===== config.mk =====
export PLATFORM = sky130hd
export DESIGN_NAME = cadc_top
export DESIGN_NICKNAME = d
export VERILOG_FILES = /design/src/cadc_pkg.sv /design/src/cadc_fifo.sv /design/src/cadc_top.sv
export SDC_FILE = /design/constraint.sdc
export NUM_CORES = 2
export LEC_CHECK = 0
export BUFFER_PORTS_ARGS = -buffer_cell sky130_fd_sc_hd__buf_2
export CAP_MARGIN = 20
export CORE_MARGIN = 3
export CORE_UTILIZATION = 55
export CTS_CLUSTER_SIZE = 12
export DETAILED_ROUTE_END_ITERATION = 10
export MAX_ROUTING_LAYER = met4
export PLACE_DENSITY = 0.74
export SYNTH_ARGS = -nofsm -noshare
export SYNTH_HDL_FRONTEND = slang
export SYNTH_SLANG_ARGS = --single-unit

===== constraint.sdc =====
create_clock -name clk_sys_i -period 48.8 [get_ports clk_sys_i]
set_input_delay 0 -clock clk_sys_i [delete_from_list [all_inputs] [get_ports clk_sys_i]]
set_output_delay 0 -clock clk_sys_i [all_outputs]
set_load 0.02 [all_outputs]

===== src/cadc_pkg.sv =====
/*
 * Shared constants and types for the current-ADC mode and readout block.
 * Assumes a 100 MHz system clock standing in for the 5 MHz master clock.
 */
`default_nettype none

package cadc_pkg;

   // ---------------------------------------------------------------
   // Clocking
   // ---------------------------------------------------------------
   localparam int SYS_HZ = 100_000_000;
   localparam int MCLK_HZ = 5_000_000;
   localparam int TICK_DIV = SYS_HZ / MCLK_HZ;
   localparam int DIV4_MULT = 4;

   // ---------------------------------------------------------------
   // Internal timing, in microseconds and in master clock periods
   // ---------------------------------------------------------------
   localparam real ADCONV_US = 135.6;
   localparam real ADRST_US = 3.2;
   localparam int ADCONV_TICKS = int'(ADCONV_US * MCLK_HZ / 1.0e6);
   localparam int ADRST_TICKS = int'(ADRST_US * MCLK_HZ / 1.0e6);
   localparam int MRAZ_TICKS = 1552;
   localparam int CMDR_TICKS = 1382;
   localparam int TCNT_W = 12;

   // ---------------------------------------------------------------
   // Data format
   // ---------------------------------------------------------------
   localparam int N_CH = 32;
   localparam int WORD_W = 20;
   localparam int SHORT_W = 16;
   localparam int RAW_W = 22;
   localparam int FIFO_DEPTH = 8;
   localparam logic [19:0] CODE_OFFSET = 20'h01000;
   localparam logic [19:0] CODE_FULL = 20'hfffff;
   localparam logic [19:0] CODE_ZERO = 20'h00000;

   // Integrate/measure states; ST1/ST2/ST7/ST8 are non-continuous
   typedef enum logic [2:0] {ST1, ST2, ST3, ST4, ST5, ST6, ST7, ST8} cadc_state_e;

endpackage

`default_nettype wire


===== src/cadc_fifo.sv =====
/*
 * Small flop-based FIFO between the converter and the frame collector.
 * Assumes a single clock and an active-low asynchronous reset already synchronised.
 */
`default_nettype none

module cadc_fifo #(
   parameter int WIDTH = 20,
   parameter int DEPTH = 8
) (
   input wire logic clk_i,
   input wire logic rst_b_i,
   input wire logic in_valid_i,
   input wire logic [WIDTH-1:0] in_data_i,
   output logic in_ready_o,
   output logic out_valid_o,
   output logic [WIDTH-1:0] out_data_o,
   input wire logic out_ready_i
);

   localparam int PW = (DEPTH > 1) ? $clog2(DEPTH) : 1;
   localparam int CW = $clog2(DEPTH + 1);

   logic [WIDTH-1:0] mem_r [DEPTH];
   logic [PW-1:0] wr_ptr_r;
   logic [PW-1:0] rd_ptr_r;
   logic [CW-1:0] cnt_r;
   logic [CW-1:0] cnt_nxt;
   logic push;
   logic pop;

   assign push = in_valid_i && in_ready_o;
   assign pop = out_valid_o && out_ready_i;
   assign out_valid_o = (cnt_r != '0);
   assign out_data_o = mem_r[rd_ptr_r];

   function automatic logic [PW-1:0] wrap_inc(input logic [PW-1:0] p);
      return (p == PW'(DEPTH - 1)) ? '0 : PW'(p + 1'b1);
   endfunction

   always_comb begin
      cnt_nxt = cnt_r;
      if (push && !pop) begin
         cnt_nxt = CW'(cnt_r + 1'b1);
      end else if (pop && !push) begin
         cnt_nxt = CW'(cnt_r - 1'b1);
      end
   end

   // Ready is registered so the source sees a clean flop
   always_ff @(posedge clk_i or negedge rst_b_i) begin
      if (!rst_b_i) begin
         cnt_r <= '0;
         in_ready_o <= 1'b1;
      end else begin
         cnt_r <= cnt_nxt;
         in_ready_o <= (cnt_nxt != CW'(DEPTH));
      end
   end

   always_ff @(posedge clk_i or negedge rst_b_i) begin
      if (!rst_b_i) begin
         wr_ptr_r <= '0;
         rd_ptr_r <= '0;
      end else begin
         if (push) begin
            wr_ptr_r <= wrap_inc(wr_ptr_r);
         end
         if (pop) begin
            rd_ptr_r <= wrap_inc(rd_ptr_r);
         end
      end
   end

   always_ff @(posedge clk_i) begin
      if (push) begin
         mem_r[wr_ptr_r] <= in_data_i;
      end
   end

endmodule

`default_nettype wire


===== src/cadc_top.sv =====
/*
 * Mode control and serial readout of a 32-channel current-input converter.
 * Assumes host drives conversion_toggle and shift_clock synchronous to clk_sys_i,
 * and the analog side delivers raw signed results over a valid/ready stream.
 */
// Notes on behaviour
// Short integration forces non-continuous mode
// Non-continuous: measure B then A, resume ST6 (code does so from ST5; from ST4 it measures A then B, resumes via ST1-ST3)
// Return to continuous when measure finishes first
// First continuous integration may be short
// Output words are offset binary
// Long select gives 20 bits, else 16
// Zero input codes to offset value
// Saturate high to ones, clip low to zeros
// New data valid when data_ready_n falls
// Shift output on shift clock falling edge
// Host keeps shift clock quiet near toggles
// Chain input follows own words out
// Chain bit captured on shift clock fall
// Frame is 32 words per device
// Host reads after ready, stops before toggle
// Conversion and reset timed from master clock
// Integration may last up to one second
// Ready stays low until shift clock falls
// Divide-by-4 stretches all internal counts
// Integrations alternate between sides A and B
// MSB first, channel zero first
// No stale words; chain feeds shift path
`default_nettype none

module cadc_top #(
   parameter int TICK_DIV = cadc_pkg::TICK_DIV,
   parameter int FIFO_DEPTH = cadc_pkg::FIFO_DEPTH
) (
   input wire logic clk_sys_i,
   input wire logic rst_b_i,
   input wire logic conversion_toggle_i,
   input wire logic shift_clock_i,
   input wire logic chain_in_i,
   input wire logic format_long_i,
   input wire logic clock_divide_by4_i,
   input wire logic raw_valid_i,
   input wire logic signed [cadc_pkg::RAW_W-1:0] raw_value_i,
   output logic raw_ready_o,
   output logic serial_out_o,
   output logic data_ready_n_o,
   output logic inputs_grounded_o,
   output logic continuous_mode_o
);

   localparam int NCH = cadc_pkg::N_CH;
   localparam int WW = cadc_pkg::WORD_W;
   localparam int SW = cadc_pkg::SHORT_W;
   localparam int TOT = NCH * WW;
   localparam int TW = cadc_pkg::TCNT_W;

   // ---------------------------------------------------------------
   // Reset release and master clock tick
   // ---------------------------------------------------------------
   logic [1:0] rst_sync_r;
   logic rst_n;
   logic [15:0] div_cnt_r;
   logic [15:0] div_lim;
   logic tick_r;

   always_ff @(posedge clk_sys_i or negedge rst_b_i) begin
      if (!rst_b_i) begin
         rst_sync_r <= 2'h0;
      end else begin
         rst_sync_r <= {rst_sync_r[0], 1'b1};
      end
   end
   assign rst_n = rst_sync_r[1];

   // Divide-by-4 slows the tick, so every tick count stretches by four
   assign div_lim = clock_divide_by4_i ? 16'(TICK_DIV * cadc_pkg::DIV4_MULT - 1)
                                       : 16'(TICK_DIV - 1);

   always_ff @(posedge clk_sys_i or negedge rst_n) begin
      if (!rst_n) begin
         div_cnt_r <= 16'h0000;
         tick_r <= 1'b0;
      end else begin
         tick_r <= (div_cnt_r >= div_lim);
         div_cnt_r <= (div_cnt_r >= div_lim) ? 16'h0000 : 16'(div_cnt_r + 16'h0001);
      end
   end

   // ---------------------------------------------------------------
   // Integrate/measure state machine
   // ---------------------------------------------------------------
   cadc_pkg::cadc_state_e state_r;
   cadc_pkg::cadc_state_e state_nxt;
   logic init_r;
   logic conversion_toggle_q_r;
   logic conversion_toggle_chg;
   logic mbsy_r;
   logic pend_r;
   logic pend_side_r;
   logic set_pend;
   logic set_pend_side;
   logic start_a;
   logic start_b;

   function automatic logic is_ncont(input cadc_pkg::cadc_state_e s);
      return (s == cadc_pkg::ST1) || (s == cadc_pkg::ST2) ||
             (s == cadc_pkg::ST7) || (s == cadc_pkg::ST8);
   endfunction

   // Progress follows the toggle level, seen here as a change of level
   assign conversion_toggle_chg = init_r && (conversion_toggle_i != conversion_toggle_q_r);

   // No integration timeout: the host may hold a level for up to a second
   always_comb begin
      state_nxt = state_r;
      start_a = 1'b0;
      start_b = 1'b0;
      set_pend = 1'b0;
      set_pend_side = 1'b0;
      if (!init_r) begin
         state_nxt = conversion_toggle_i ? cadc_pkg::ST1 : cadc_pkg::ST8;
      end else if (conversion_toggle_chg) begin
         unique case (state_r)
            cadc_pkg::ST1, cadc_pkg::ST8: state_nxt = state_r;
            cadc_pkg::ST2: state_nxt = cadc_pkg::ST3;
            cadc_pkg::ST3: begin
               state_nxt = cadc_pkg::ST4;
               start_a = 1'b1;
            end
            cadc_pkg::ST4: begin
               if (mbsy_r) begin
                  state_nxt = cadc_pkg::ST1;
                  set_pend = 1'b1;
                  set_pend_side = 1'b1;
               end else begin
                  state_nxt = cadc_pkg::ST5;
                  start_b = 1'b1;
               end
            end
            cadc_pkg::ST5: begin
               if (mbsy_r) begin
                  state_nxt = cadc_pkg::ST8;
                  set_pend = 1'b1;
                  set_pend_side = 1'b0;
               end else begin
                  state_nxt = cadc_pkg::ST4;
                  start_a = 1'b1;
               end
            end
            cadc_pkg::ST6: begin
               state_nxt = cadc_pkg::ST5;
               start_b = 1'b1;
            end
            cadc_pkg::ST7: state_nxt = cadc_pkg::ST6;
         endcase
      end else if (!mbsy_r && !pend_r) begin
         if (state_r == cadc_pkg::ST1) begin
            state_nxt = cadc_pkg::ST2;
         end else if (state_r == cadc_pkg::ST8) begin
            state_nxt = cadc_pkg::ST7;
         end
      end
   end

   always_ff @(posedge clk_sys_i or negedge rst_n) begin
      if (!rst_n) begin
         state_r <= cadc_pkg::ST8;
         init_r <= 1'b0;
         conversion_toggle_q_r <= 1'b0;
         inputs_grounded_o <= 1'b1;
         continuous_mode_o <= 1'b0;
      end else begin
         state_r <= state_nxt;
         init_r <= 1'b1;
         conversion_toggle_q_r <= conversion_toggle_i;
         inputs_grounded_o <= is_ncont(state_nxt);
         continuous_mode_o <= !is_ncont(state_nxt);
      end
   end

   // ---------------------------------------------------------------
   // Measure/reset/auto-zero engine
   // ---------------------------------------------------------------
   logic [TW-1:0] meas_cnt_r;
   logic meas_side_r;
   logic meas_done;
   logic meas_go;
   logic go_side;
   logic [5:0] fill_cnt_r;
   logic published_r;
   logic publish;
   logic [WW-1:0] fill_mem_r [NCH];
   logic fifo_valid;
   logic [WW-1:0] fifo_data;
   logic drain;
   logic [WW-1:0] push_code;

   assign meas_done = mbsy_r && tick_r && (meas_cnt_r == TW'(cadc_pkg::MRAZ_TICKS - 1));
   assign meas_go = start_a || start_b || (meas_done && pend_r);
   assign go_side = start_a ? 1'b0 : (start_b ? 1'b1 : pend_side_r);
   assign drain = mbsy_r && (meas_cnt_r >= TW'(cadc_pkg::ADRST_TICKS)) &&
                  (fill_cnt_r != 6'(NCH));
   assign publish = mbsy_r && !published_r && (fill_cnt_r == 6'(NCH)) &&
                    (meas_cnt_r >= TW'(cadc_pkg::CMDR_TICKS));

   always_ff @(posedge clk_sys_i or negedge rst_n) begin
      if (!rst_n) begin
         mbsy_r <= 1'b0;
         meas_cnt_r <= '0;
         meas_side_r <= 1'b0;
         pend_r <= 1'b0;
         pend_side_r <= 1'b0;
      end else begin
         if (meas_go) begin
            mbsy_r <= 1'b1;
            meas_cnt_r <= '0;
            meas_side_r <= go_side;
         end else if (meas_done) begin
            mbsy_r <= 1'b0;
         end else if (mbsy_r && tick_r) begin
            meas_cnt_r <= TW'(meas_cnt_r + 1'b1);
         end
         if (set_pend) begin
            pend_r <= 1'b1;
            pend_side_r <= set_pend_side;
         end else if (meas_done) begin
            pend_r <= 1'b0;
         end
      end
   end

   // Frame collection; an unfinished frame is dropped when the next measure cycle starts
   always_ff @(posedge clk_sys_i or negedge rst_n) begin
      if (!rst_n) begin
         fill_cnt_r <= 6'h00;
         published_r <= 1'b0;
      end else if (meas_go) begin
         fill_cnt_r <= 6'h00;
         published_r <= 1'b0;
      end else begin
         if (drain && fifo_valid) begin
            fill_cnt_r <= 6'(fill_cnt_r + 1'b1);
         end
         if (publish) begin
            published_r <= 1'b1;
         end
      end
   end

   always_ff @(posedge clk_sys_i) begin
      if (drain && fifo_valid) begin
         fill_mem_r[fill_cnt_r[4:0]] <= fifo_data;
      end
   end

   // ---------------------------------------------------------------
   // Output coding and buffering
   // ---------------------------------------------------------------
   function automatic logic [WW-1:0] code_of(input logic signed [cadc_pkg::RAW_W-1:0] raw);
      logic signed [cadc_pkg::RAW_W:0] sum;
      sum = raw + $signed({1'b0, cadc_pkg::CODE_OFFSET});
      if (sum < 0) begin
         return cadc_pkg::CODE_ZERO;
      end else if (sum > $signed({1'b0, cadc_pkg::CODE_FULL})) begin
         return cadc_pkg::CODE_FULL;
      end
      return sum[WW-1:0];
   endfunction

   assign push_code = code_of(raw_value_i);

   cadc_fifo #(
      .WIDTH(WW),
      .DEPTH(FIFO_DEPTH)
   ) u_fifo (
      .clk_i(clk_sys_i),
      .rst_b_i(rst_n),
      .in_valid_i(raw_valid_i),
      .in_data_i(push_code),
      .in_ready_o(raw_ready_o),
      .out_valid_o(fifo_valid),
      .out_data_o(fifo_data),
      .out_ready_i(drain)
   );

   // ---------------------------------------------------------------
   // Serial readout
   // ---------------------------------------------------------------
   logic sclk_q_r;
   logic sclk_fall;
   logic fmt_r;
   logic [TOT-1:0] sr_r;
   logic [TOT-1:0] pack;

   assign sclk_fall = sclk_q_r && !shift_clock_i;

   // Words packed from the top; short words keep their upper 16 bits
   always_comb begin
      pack = '0;
      for (int i = 0; i < NCH; i++) begin
         if (format_long_i) begin
            pack[TOT-1-WW*i -: WW] = fill_mem_r[i];
         end else begin
            pack[TOT-1-SW*i -: SW] = fill_mem_r[i][WW-1 -: SW];
         end
      end
   end

   // Chain input enters just below the frame, so upstream words follow ours
   always_ff @(posedge clk_sys_i or negedge rst_n) begin
      if (!rst_n) begin
         sr_r <= '0;
         fmt_r <= 1'b1;
         sclk_q_r <= 1'b0;
         data_ready_n_o <= 1'b1;
      end else begin
         sclk_q_r <= shift_clock_i;
         if (publish) begin
            sr_r <= pack;
            fmt_r <= format_long_i;
            data_ready_n_o <= 1'b0;
         end else if (sclk_fall) begin
            sr_r <= {sr_r[TOT-2:0], 1'b0};
            sr_r[fmt_r ? 0 : TOT - NCH * SW] <= chain_in_i;
            data_ready_n_o <= 1'b1;
         end
      end
   end

   assign serial_out_o = sr_r[TOT-1];

   logic last_side_r;
   always_ff @(posedge clk_sys_i or negedge rst_n) begin
      if (!rst_n) begin
         last_side_r <= 1'b0;
      end else if (!init_r) begin
         // Seeded with the side that the power-up state does not measure first
         last_side_r <= conversion_toggle_i;
      end else if (meas_go) begin
         last_side_r <= go_side;
      end
   end
endmodule

`default_nettype wire


==> run_results.csv <==
group,metric,value,unit
timing,rsz0062_at_grt,"no",
setup_path,crit_path_frequent_cell,"buf_4",
drt,drc,0,
timing,setup_viol,0,
drt,dr.pass1.iters,5,
setup_path,startpoint,"meas_cnt_r[4]",
placement,dp_hpwl,76100,µm
timing,slew_violations,0,
global_route,grtUsageTotal,24.4,%
yosys,synth_area,64200,µm²
yosys,synth_top_cell_by_area,"edfxtp_1",
setup_path,cp.arrival,7.27,ns
setup_path,critPathCaptureType,"flip-flop",
timing,fin_crit,6.59,ns
setup_path,r2r_cells,12,
drt,post_drt_wl_per_cell,24.4,µm
job,drv_cap,0,
power,max-vdd-ir-drop,0.0000660,V
finish,final_cell_area,71400,µm²
floorplan,fp.dieW,348,µm
clock_tree,postCtsSetupRepairBufs,0,
clock_tree,cts_tree,"built",
setup_path,cp_slowest_cell,"buf_4",
timing,relSlewSlack,22.7,%
hold_path,worstHoldPathCells,3,
clock_tree,cts_buffers,154,
placement,placed_area,66200,µm²
placement,gp_congestion,0.771,
clock_tree,clk_pin_slew,0.06,ns
setup_path,critPathKind,"reg2reg",
yosys,synth_flop_cell,"edfxtp_1",
setup_path,r2r_end,"sr_r[0]",
timing,timing.setup.tns,0,ns
yosys,yosys.area.top_type_share,37.4,%
finish,drive_above_1_share,10.7,%
drt,drt-total-wl,142000,µm
timing,min_period_over_period,13.5,%
timing,whs,0.0616,ns
yosys,synth.distinct_cells,55,
clock_tree,htreeDepth,4,
yosys,avgSynthCellArea,15.7,µm²
yosys,synthTopCellsByArea,"edfxtp_1 (37%), mux2i_1 (27%), dfrtp_1 (27%)",
setup_path,crit_buf_inv,6,
setup_path,critPathTopFamily,"buffers and inverters",
clock_tree,ctsLongestPathBuffers,3,
global_route,grt_pass1_vias,36100,
yosys,ys_async_sr_fraction,46.7,%
finish,fin_nets,4221,
placement,port-buffer-count,34,
power,power_density,51.1,nW/µm²
setup_path,timing.rr.start,"meas_cnt_r[4]",
hold_path,worstHoldPathType,"in2reg",
setup_path,path_cells,"a211o_1, a31o_1, a21oi_1, nor2b_1, o2111ai_4, buf_12, buf_12, buf_4, buf_4, buf_4, mux2i_1, dlygate4sd3_1",
clock_tree,clock-sinks,1501,
yosys,synth_edf_count,800,
yosys,yosysSeqAreaShare,64.8,%
setup_path,worstPathRequired,49.48,ns
yosys,synth_cells,4085,
drt,drt_iter0_markers,3200,
global_route,grt-ovfl-total,0,
outcome,status,"completed",
yosys,ys_ff_latch,1501,
finish,syn2layout_area_growth,11.2,%
global_route,antenna_found_initial,10,
floorplan,fp-row-count,124,
drt,vias,34600,
floorplan,start_util,55.8,%
clock_tree,cts_hold_buf,33,
global_route,grt_max_degree,163,
finish,most-common-layout-cells,"mux2i_1 (1744), edfxtp_1 (800), dfrtp_1 (692)",
global_route,grt_pass1_wl,221000,µm
setup_path,slowest_delay,0.91,ns
timing,tightest_slew,1.16,ns
setup_path,cp_max_fo,146,
floorplan,core,115000,µm²
timing,final.setup_skew,0.0270,ns
floorplan,die_y,348,µm
setup_path,start_kind,"flip-flop",
clock_tree,insertion_delay,0.74,ns
setup_path,rrSetupSlack,42.21,ns
clock_tree,root_buffer,"clkbuf_16",
floorplan,io_pins,35,
hold_path,holdPathEnd,"state_r[2]",
clock_tree,post_cts_resize_count,0,
timing,hold_violations,0,
floorplan,dieArea,121000,µm²
finish,layout_commonest_cell,"mux2i_1",
drt,antenna_left,0,
timing,fmax,152,MHz
hold_path,holdCritStartpoint,"conversion_toggle_i",
yosys,yosysWarningCount,0,
power,p_leak,33.4,nW
drt,routed_via_density,5.95,
==> report_power, final <==
group	switching, mW	leakage, nW	internal [mW]
sequential	0.102	16.8	1.67
clock	0.475	2.29	0.632
combinational	0.558	14.3	0.211
==> how the worst max path moves through the flow <==
stage / endpoint / cells past startpoint
floorplan: continuous_mode_o / 0
global placement: fmt_r / 11
detailed placement: fmt_r / 11
CTS: sr_r[0] / 12
global route: sr_r[0] / 12
finish: sr_r[0] / 12
==> sequential cells by signal (all words and copies together) (netlist names), 4 cells and up <==
| signal | flops |
|---|---|
| div_cnt_r | 16 |
| fill_cnt_r | 6 |
| fill_mem_r | 640 |
| meas_cnt_r | 12 |
| sr_r | 640 |
| u_fifo.cnt_r | 4 |
| u_fifo.mem_r | 160 |
==> kinds of logic (layout without fill, tap and decap cells) <==
group	Yosys count	count (layout)	synth area share, %
adder cells (fa/ha/maj)	21	21	0.421
flip-flops	1501	1501	64.8
multiplexers	1825	1825	29.3
other	2	18	0.0117
buffers and inverters	257	462	1.80
AO/OA/AOI/OAI	73	73	0.807
XOR/XNOR	31	31	0.423
AND/OR/NAND/NOR	375	375	2.47
==> cell usage after synthesis (3+ instances only) <==
cell type / n
nand2b_1: 6
nor3_1: 16
xor2_1: 18
xnor2_1: 13
edfxtp_1: 800
o21ai_0: 8
nand2_1: 214
o31ai_1: 3
dfstp_2: 7
dfrtp_1: 694
inv_1: 16
clkbuf_1: 153
nor2b_1: 5
buf_2: 47
and3_1: 10
and2_1: 6
mux2_2: 41
a21oi_1: 15
mux4_2: 40
a21o_1: 23
nand4_1: 6
mux2i_1: 1744
buf_4: 33
nand3_1: 21
nor4_1: 5
nor2_1: 77
ha_1: 20
buf_1: 7
==> stage by stage <==
step	power (mW)	worst slack, ns	util [%]	instances
3_3_place_gp	2.53	42.54	57.4	5480
5_1_grt	3.78	41.95	62.0	5813
6_report	3.65	42.21	62.0	5818
3_5_place_dp	2.56	42.57	57.5	5487
2_1_floorplan	2.14	27.83	-	4093
4_1_cts	3.67	42.20	61.9	5804
==> layer usage <==
layer	wire (µm)	GRT usage, %
met3	6360	3.14
met5	0	-
met2	68400	38.4
met4	2490	6.03
met1	64600	34.2
==> worst register-to-register path, cell delays in order, from the launching register on <==
cell and delay, ns:
dfrtp_1 0.44, a211o_1 0.30, a31o_1 0.23, a21oi_1 0.14
nor2b_1 0.08, o2111ai_4 0.20, buf_12 0.60, buf_12 0.71
buf_4 1.09, buf_4 0.90, buf_4 0.95, mux2i_1 0.33
dlygate4sd3_1 0.56
==> area by class of cell <==
cell class / count / area [µm²]
timing repair buffer: 162 / 1450
multi-input combinational: 2335 / 21700
antenna: 8 / 20.0
tap: 1512 / 1890
fill: 8387 / 43700
inverter: 16 / 60.1
clock buffer: 254 / 4530
clock inverter: 30 / 181
sequential: 1501 / 41600
No activity file was read; power rests on OpenSTA's default activity.
